[src/common/gpio_steer_pkg.sv]
// Constants, types and helpers shared by the port and pin steering block
package gpio_steer_pkg;
   localparam int PORT_W = 6;
   localparam int DATA_W = 32;
   localparam int ADDR_W = 8;
   localparam int REG_W = 8;

   // Register byte offsets
   localparam logic [7:0] OFS_DIR = 8'h00;
   localparam logic [7:0] OFS_PIN = 8'h04;
   localparam logic [7:0] OFS_LAT = 8'h08;
   localparam logic [7:0] OFS_ANS = 8'h0C;
   localparam logic [7:0] OFS_STEER = 8'h10;

   // Implemented bits, forced bits and reset values
   localparam logic [7:0] DIR_MASK = 8'h37;
   localparam logic [7:0] DIR_FORCE = 8'h08;
   localparam logic [7:0] DIR_RESET = 8'h3F;
   localparam logic [7:0] LAT_MASK = 8'h37;
   localparam logic [7:0] LAT_RESET = 8'h00;
   localparam logic [7:0] ANS_MASK = 8'h17;
   localparam logic [7:0] ANS_RESET = 8'h17;
   localparam logic [7:0] STEER_MASK = 8'h3B;
   localparam logic [7:0] STEER_RESET = 8'h00;
   localparam logic [5:0] PIN_MASK = 6'h3F;
   localparam logic [5:0] OE_MASK = 6'h37;

   // Steering bit positions
   localparam int STEER_NCO = 0;
   localparam int STEER_CLC = 1;
   localparam int STEER_GATE = 3;
   localparam int STEER_SS = 4;
   localparam int STEER_SDO = 5;

   // Pin positions
   localparam int PA2 = 2;
   localparam int PA3 = 3;
   localparam int PA4 = 4;
   localparam int PC1 = 1;
   localparam int PC2 = 2;
   localparam int PC3 = 3;
   localparam int PC5 = 5;

   typedef enum logic {BUS_SETUP, BUS_ACCESS} bus_state_t;

   // Two-way pin choice: a when sel is set, b otherwise
   function automatic logic pick(input logic sel, input logic a, input logic b);
      return sel ? a : b;
   endfunction

   // Place an 8-bit register in the low bits of a bus word
   function automatic logic [DATA_W-1:0] widen(input logic [REG_W-1:0] v);
      return {24'h000000, v};
   endfunction
endpackage

[src/common/route_if.sv]
// Signals passed between the port top and its drive and input routing cells
`timescale 1ns/10ps
interface route_if;
   logic [7:0] steer;
   logic [7:0] dir;
   logic [7:0] lat;
   logic [7:0] ans;
   logic [5:0] pa_in;
   logic [5:0] pc_in;
   logic sdo;
   logic sdo_en;
   logic clc;
   logic clc_en;
   logic nco;
   logic nco_en;
   logic [5:0] pa_val;
   logic [5:0] pa_en;
   logic [5:0] pc_val;
   logic [5:0] pc_own;
   logic [5:0] pin_read;
   logic ss;
   logic gate;

   modport drv (input steer, dir, lat, sdo, sdo_en, clc, clc_en, nco, nco_en,
      output pa_val, pa_en, pc_val, pc_own);
   modport rcv (input steer, ans, pa_in, pc_in, output pin_read, ss, gate);
   modport top (output steer, dir, lat, ans, pa_in, pc_in, sdo, sdo_en, clc, clc_en,
      nco, nco_en, input pa_val, pa_en, pc_val, pc_own, pin_read, ss, gate);
endinterface

[src/logic/gpio_port.sv]
// Six-pin general purpose port with pin steering, reached over APB
//
// How it works
// Direction one: pin is input, driver off
// Direction zero: drive pin from latch
// Input-only pin undriven, direction reads one
// Pin value reads pins, writes latch
// Latch writes alike, reads latch
// Pin value write lands in latch
// Analog select disables digital input buffer
// Analog pins read zero digitally
// Analog select leaves output driving untouched
// Direction controls drivers on analog pins
// Analog select resets to analog mode
// Peripheral owns pin data, pin stays readable
// Six pins, each direction, latch, read
// Bit 5 moves serial out pin
// Bit 4 picks slave select source
// Bit 3 picks timer gate source
// Bit 1 moves logic cell output
// Bit 0 moves oscillator output
// Steering leaves direction alone, follows pin
// Unused steering bits read zero
// Highest priority enabled source wins pin
// Writes act next edge, steering resets zero
`timescale 1ns/10ps
module gpio_port (
   input wire logic pclk,
   input wire logic presetn,
   input wire logic psel,
   input wire logic penable,
   input wire logic pwrite,
   input wire logic [gpio_steer_pkg::ADDR_W-1:0] paddr,
   input wire logic [gpio_steer_pkg::DATA_W-1:0] pwdata,
   output logic [gpio_steer_pkg::DATA_W-1:0] prdata,
   output logic pready,
   output logic pslverr,
   input wire logic [gpio_steer_pkg::PORT_W-1:0] pa_pin_in,
   output logic [gpio_steer_pkg::PORT_W-1:0] pa_pin_out,
   output logic [gpio_steer_pkg::PORT_W-1:0] pa_pin_oe,
   input wire logic [gpio_steer_pkg::PORT_W-1:0] pc_pin_in,
   output logic [gpio_steer_pkg::PORT_W-1:0] pc_pin_out,
   output logic [gpio_steer_pkg::PORT_W-1:0] pc_pin_own,
   input wire logic serial_out_data,
   input wire logic serial_out_en,
   input wire logic logic_cell_output,
   input wire logic logic_cell_en,
   input wire logic osc_accum_output,
   input wire logic osc_accum_en,
   output logic slave_select_in,
   output logic timer_gate_input
);
   import gpio_steer_pkg::*;

   typedef struct packed {
      bus_state_t st;
      logic [7:0] dir;
      logic [7:0] lat;
      logic [7:0] ans;
      logic [7:0] steer;
      logic rdy;
      logic err;
      logic [DATA_W-1:0] rdata;
      logic [5:0] pa_out;
      logic [5:0] pa_oe;
      logic [5:0] pc_out;
      logic [5:0] pc_own;
      logic ss;
      logic gate;
   } state_t;

   localparam state_t STATE_RESET = '{
      st: BUS_SETUP,
      dir: DIR_RESET,
      lat: LAT_RESET,
      ans: ANS_RESET,
      steer: STEER_RESET,
      rdy: 1'b0,
      err: 1'b0,
      rdata: '0,
      pa_out: '0,
      pa_oe: '0,
      pc_out: '0,
      pc_own: '0,
      ss: 1'b0,
      gate: 1'b0
   };

   state_t cur;
   state_t next_cur;
   route_if rt();
   logic setup_phase;
   logic write_done;
   logic addr_known;

   // Register contents and pins fed to the routing cells
   assign rt.steer = cur.steer;
   assign rt.dir = cur.dir;
   assign rt.lat = cur.lat;
   assign rt.ans = cur.ans;
   assign rt.pa_in = pa_pin_in;
   assign rt.pc_in = pc_pin_in;
   assign rt.sdo = serial_out_data;
   assign rt.sdo_en = serial_out_en;
   assign rt.clc = logic_cell_output;
   assign rt.clc_en = logic_cell_en;
   assign rt.nco = osc_accum_output;
   assign rt.nco_en = osc_accum_en;

   pin_drive_mux u_drive (
      .rt(rt.drv)
   );

   pin_input_route u_input (
      .rt(rt.rcv)
   );

   // Bus phase decode
   assign setup_phase = psel && !penable && (cur.st == BUS_SETUP);
   assign write_done = psel && penable && cur.rdy && pwrite && (cur.st == BUS_ACCESS);
   assign addr_known = (paddr == OFS_DIR) || (paddr == OFS_PIN) || (paddr == OFS_LAT) ||
      (paddr == OFS_ANS) || (paddr == OFS_STEER);

   // Next state: bus answer, register writes, pin drive and input capture
   always_comb begin
      next_cur = cur;
      case (cur.st)
         BUS_SETUP: begin
            if (setup_phase) begin
               next_cur.st = BUS_ACCESS;
               next_cur.rdy = 1'b1;
               next_cur.err = !addr_known;
               next_cur.rdata = '0;
               if (!pwrite) begin
                  case (paddr)
                     OFS_DIR: next_cur.rdata = widen(cur.dir | DIR_FORCE);
                     OFS_PIN: next_cur.rdata = widen({2'b00, rt.pin_read});
                     OFS_LAT: next_cur.rdata = widen(cur.lat);
                     OFS_ANS: next_cur.rdata = widen(cur.ans);
                     OFS_STEER: next_cur.rdata = widen(cur.steer);
                     default: next_cur.rdata = '0;
                  endcase
               end
            end
         end
         BUS_ACCESS: begin
            if (psel && penable) begin
               next_cur.st = BUS_SETUP;
               next_cur.rdy = 1'b0;
               next_cur.err = 1'b0;
               if (write_done) begin
                  case (paddr)
                     OFS_DIR: next_cur.dir = (pwdata[7:0] & DIR_MASK) | DIR_FORCE;
                     OFS_PIN: next_cur.lat = pwdata[7:0] & LAT_MASK;
                     OFS_LAT: next_cur.lat = pwdata[7:0] & LAT_MASK;
                     OFS_ANS: next_cur.ans = pwdata[7:0] & ANS_MASK;
                     OFS_STEER: next_cur.steer = pwdata[7:0] & STEER_MASK;
                     default: next_cur.dir = cur.dir;
                  endcase
               end
            end
         end
         default: begin
            next_cur.st = BUS_SETUP;
            next_cur.rdy = 1'b0;
         end
      endcase
      next_cur.pa_out = rt.pa_val;
      next_cur.pa_oe = rt.pa_en;
      next_cur.pc_out = rt.pc_val;
      next_cur.pc_own = rt.pc_own;
      next_cur.ss = rt.ss;
      next_cur.gate = rt.gate;
   end

   // State register; reset restores analog mode and clears steering
   always_ff @(posedge pclk or negedge presetn) begin
      if (!presetn) begin
         cur <= STATE_RESET;
      end else begin
         cur <= next_cur;
      end
   end

   // Outputs straight from the state register
   assign prdata = cur.rdata;
   assign pready = cur.rdy;
   assign pslverr = cur.err;
   assign pa_pin_out = cur.pa_out;
   assign pa_pin_oe = cur.pa_oe;
   assign pc_pin_out = cur.pc_out;
   assign pc_pin_own = cur.pc_own;
   assign slave_select_in = cur.ss;
   assign timer_gate_input = cur.gate;
endmodule

[src/logic/pin_drive_mux.sv]
// Output drive selection for the port and the steered peripheral outputs
`timescale 1ns/10ps
module pin_drive_mux (
   route_if.drv rt
);
   import gpio_steer_pkg::*;

   // Pin data: highest priority enabled peripheral first, latch last
   always_comb begin
      rt.pa_val = rt.lat[5:0];
      if (rt.clc_en && !rt.steer[STEER_CLC]) begin
         rt.pa_val[PA2] = rt.clc;
      end
      if (rt.nco_en && rt.steer[STEER_NCO]) begin
         rt.pa_val[PA4] = rt.nco;
      end else if (rt.sdo_en && rt.steer[STEER_SDO]) begin
         rt.pa_val[PA4] = rt.sdo;
      end
   end

   // Drivers follow direction only, never analog select or steering
   assign rt.pa_en = ~rt.dir[5:0] & OE_MASK;

   // Port C overrides land only on the selected pin
   always_comb begin
      rt.pc_val = '0;
      rt.pc_own = '0;
      rt.pc_val[PC1] = rt.nco;
      rt.pc_own[PC1] = rt.nco_en && !rt.steer[STEER_NCO];
      rt.pc_val[PC2] = rt.sdo;
      rt.pc_own[PC2] = rt.sdo_en && !rt.steer[STEER_SDO];
      rt.pc_val[PC5] = rt.clc;
      rt.pc_own[PC5] = rt.clc_en && rt.steer[STEER_CLC];
   end
endmodule

[src/logic/pin_input_route.sv]
// Digital input buffers and steering of peripheral inputs
`timescale 1ns/10ps
module pin_input_route (
   route_if.rcv rt
);
   import gpio_steer_pkg::*;

   // Analog pins have their digital buffer off and read as zero
   assign rt.pin_read = rt.pa_in & ~rt.ans[5:0] & PIN_MASK;

   // Peripheral inputs taken from the selected pin
   assign rt.ss = pick(rt.steer[STEER_SS], rt.pin_read[PA3], rt.pc_in[PC3]);
   assign rt.gate = pick(rt.steer[STEER_GATE], rt.pin_read[PA3], rt.pin_read[PA4]);
endmodule

[config.mk]
export PLATFORM = sky130hd
export DESIGN_NAME = gpio_port
export DESIGN_NICKNAME = d
export VERILOG_FILES = /design/src/common/gpio_steer_pkg.sv /design/src/common/route_if.sv /design/src/logic/gpio_port.sv /design/src/logic/pin_drive_mux.sv /design/src/logic/pin_input_route.sv
export SDC_FILE = /design/constraint.sdc
export NUM_CORES = 1
export LEC_CHECK = 0
export BUFFER_PORTS_ARGS = -buffer_cell sky130_fd_sc_hd__buf_4
export CAP_MARGIN = 10
export CORE_ASPECT_RATIO = 0.8
export CORE_MARGIN = 10
export CORE_UTILIZATION = 30
export DETAILED_ROUTE_END_ITERATION = 10
export HOLD_SLACK_MARGIN = 0.02
export PLACE_DENSITY_LB_ADDON = 0.2
export SETUP_SLACK_MARGIN = 0.02
export SYNTH_ARGS = -nofsm -noshare
export SYNTH_HDL_FRONTEND = slang
export SYNTH_SLANG_ARGS = --single-unit
export TNS_END_PERCENT = 50
[constraint.sdc]
create_clock -name pclk -period 1.7 [get_ports pclk]
set_input_delay 0 -clock pclk [delete_from_list [all_inputs] [get_ports pclk]]
set_output_delay 0 -clock pclk [all_outputs]
set_load 0.02 [all_outputs]
==> summary.md <==
| Metric | Value |
|---|---|
| Hold crit path type | `input port to flop` |
| Non-filler cells, final | `between 300 and 400` |
| CP Cell Sequence | `nand3_1, or2_4, nor3_4, mux2_2` |
| DP Cell Count | `about 350` |
| Mapped Cells | `210` |
| DR iter-0 viols | `51` |
| Max incr delay on CP | `approximately 0.40 ns` |
| Synth Area in Compound Gates | `0.06306` |
| Hold WS | `0.01644 ns` |
| Initial Util | `0.3146` |
| Type of the worst setup path | `flop to flop` |
| Tmin final | `1.627 ns` |
| Post-synth top cells | `56 x buf_4, 37 x dfrtp_1, 24 x mux2_2` |
| GRT Util Overall | `0.09105` |
| Synthesis-to-layout area growth | `22.70%` |
| Share of layout cells above drive strength 1 | `0.3985` |
| Insertion delay to the later sink of the worst-skew pair | `0.29 ns` |
| P_leak | `between 1 and 1.5 nW` |
| Vias | `1,497` |
| Peak supply drop | `about 0.33 mV` |
| Die width | `~120 um` |
| Die area | `~12,000 um^2` |
| Clock sinks | `between 40 and 50` |
| Max-slew headroom | `0.6013` |
| DRC viols | `0` |
| Slowest cell on crit path | `dfrtp_1` |
| Port Buffers | `57` |
| Register area share after synthesis | `0.4882` |
| Largest family of logic cells by synthesized area | `buffers and inverters` |
| Die span in y | `between 90 and 100 um` |
| Metal-1 WL | `2537 um` |
| Cell variety after synth | `33` |
| Synth Area in Adders | `0` |
| Critical path required time | `between 1.5 and 2 ns` |
| Diodes inserted | `0` |
| CP Launch Type | `flop` |
| Outcome | `finished, final reports clean` |
| Post-synthesis mux area share | `0.1314` |
| Max Used Layer | `met4` |
| XOR/XNOR share of the synthesized area | `0.007357` |
| Largest net degree at the start of global routing | `47` |
| Number of global-route vias before repair | `1,646` |
| Pwr dens | `a little over 700 nW/um^2` |
| Synthesized flop and latch total | `46` |
| WL met2 | `2636 um` |
| Simple-gate share of the synthesized area | `0.1119` |
| Max Root-Sink Buffers | `2` |
| Synth async-reset ratio | `1.000` |
| WL met3 | `383 um` |
| CTS clock-pin slew for the worst setup and hold paths | `0.09 ns` |
| Yosys warns | `0` |
| Number of synthesized flops with an enable pin | `0` |
| Synth area leaders | `dfrtp_1 39%, buf_4 18%, mux2_2 11%, dfstp_2 9.9%, nand2_1 2.4%` |
| Slew @ Worst Pin | `between 0.5 and 0.6 ns` |
| RD Place Congestion | `between 0.6 and 0.7` |
| Antenna violations before repair | `0` |
| Peak Freq | `between 600 and 700 MHz` |
| Wire length of the first global-routing pass | `between 8000 and 9000 um` |
| Cell Area, Synth | `2381 um^2` |
| Pins Over Slew Limit | `0` |
| Max-cap viol count | `0` |
| Period utilization | `0.9568` |
| PostCTS Resize Cnt | `0` |
| H-Tree Depth | `2` |
| Final hold vios | `0` |
| Ports | `between 100 and 150` |
| CTS tree | `done` |
| CP Capture Type | `flop` |
| Synth top area share | `0.3889` |
| TNS Setup | `0 ns` |
| Vias/cell | `about 4.0` |
| Final #Nets | `between 300 and 400` |
| Synth Area per Inst | `11.34 um^2` |
| Drt pass-1 iters | `4` |
| Dpl hpwl | `about 4300 um` |
| Final core occ | `0.3861` |
| CTS root buffer | `clkbuf_8` |
| DR WL/cell | `roughly 15 um` |
| Post-place setup slack | `roughly 0.084 ns` |
| TritonCTS buffer count | `5` |
| Routed wire length | `roughly 5600 um` |
| WP data arrival | `1.80 ns` |
| Gr ovfl total | `0` |
| CP Max Fanout | `5` |
| Worst Slack Setup Final | `roughly 0.073 ns` |
| Core Area | `roughly 7600 um^2` |
| FP Rows | `28` |
| Most common cell in the synthesized netlist | `buf_4` |
| Post-route ant nets | `0` |
| Area leader, netlist | `dfrtp_1` |
| Setup Skew | `roughly 0.0091 ns` |
| Primary FF master, synth | `dfrtp_1` |
| Endpoints failing setup | `0` |
| RSZ-0062 raised after global routing | `true` |
[flip-flops by register name (all words and copies together) (netlist names), 3 cells and up]
signal      cells
pa_pin_out      5
rt.ans          4
rt.dir          5
rt.lat          5
pa_pin_oe       5
pc_pin_out      3
rt.steer        5
prdata          6
pc_pin_own      3
[cell families (layout without fill, tap and decap cells)]
group	count (synthesis)	in the layout
flops	46	46
mux	27	27
buf+inv	68	96
simple gates	43	43
compound gates	23	23
other cells	1	34
xor+xnor	2	2
[routing by layer]
metal  global-route usage  vias up
met4              0.02222        0
met3              0.03390        2
met1               0.1177      710
met2               0.1406       51
li1                     -      734
met5                    0        -
[critical path: cells and delay by family, from the launching register on]
| kind | cells | cell delay, ns |
|---|---|---|
| muxes | 1 | 0.38 |
| and+or+nand+nor | 3 | 0.73 |
| DFF | 1 | 0.40 |
[path summary, 6_finish.rpt]
kind                                    from  cells after the start  slack [ns]          endpoint
worst max-delay path                  pready                      4        0.07         rt.lat[0]
worst min-delay path            pa_pin_in[4]                      3        0.02  timer_gate_input
worst max register to register        pready                      4        0.07         rt.lat[0]
worst min register to register     rt.lat[1]                      0        0.41     pa_pin_out[1]
max in group asynchronous            presetn                      2        1.04         prdata[0]
min in group asynchronous            presetn                      2        0.27     pc_pin_own[1]
[area by class of cell]
cell class | count | area [um^2]
multi-input combinational | 129 | 874.6
tap | 105 | 131.4
fill | 787 | 4646
timing repair buffer | 80 | 643.1
clock buffer | 8 | 80.08
inverter | 8 | 30.03
sequential | 46 | 1162
[through the flow]
step | total power, W | instance area (um^2)
6_report | 0.002119 | 2922
5_1_grt | 0.002227 | 2922
4_1_cts | 0.002148 | 2907
3_5_place_dp | 0.001474 | 2656
3_3_place_gp | 0.001472 | 2656
2_1_floorplan | 0.001400 | 2505
[power by group]
group | switching (W) | internal [W] | leakage [nW]
clock network | 0.000343 | 0.000293 | 0.0395
registers | 0.0000147 | 0.00112 | 0.559
logic | 0.000206 | 0.000140 | 0.821
[cells in the final DEF (no fill, tap or decap), types with 2 or more instances in the layout]
cell type,count
dfstp_2,9
dlygate4sd3_1,17
o21ai_0,10
nor2_1,6
nand3b_1,3
nor3_1,2
conb_1,34
and2_1,2
xnor2_1,2
clkbuf_1,3
buf_4,63
nor2b_1,6
mux2_2,24
dfrtp_1,37
a2bb2oi_1,2
a32o_1,2
a222oi_1,2
nor3_4,3
inv_1,8
clkbuf_8,5
mux2i_1,2
a21oi_1,4
nand2_1,15
[timing repair]
item,4_1_cts,5_1_grt
buffers inserted,0,2
endpoints found under the hold margin,68,0
hold buffers,17,0
endpoints found under the setup margin,0,8
Note: power is estimated with default switching activity, not from simulation.
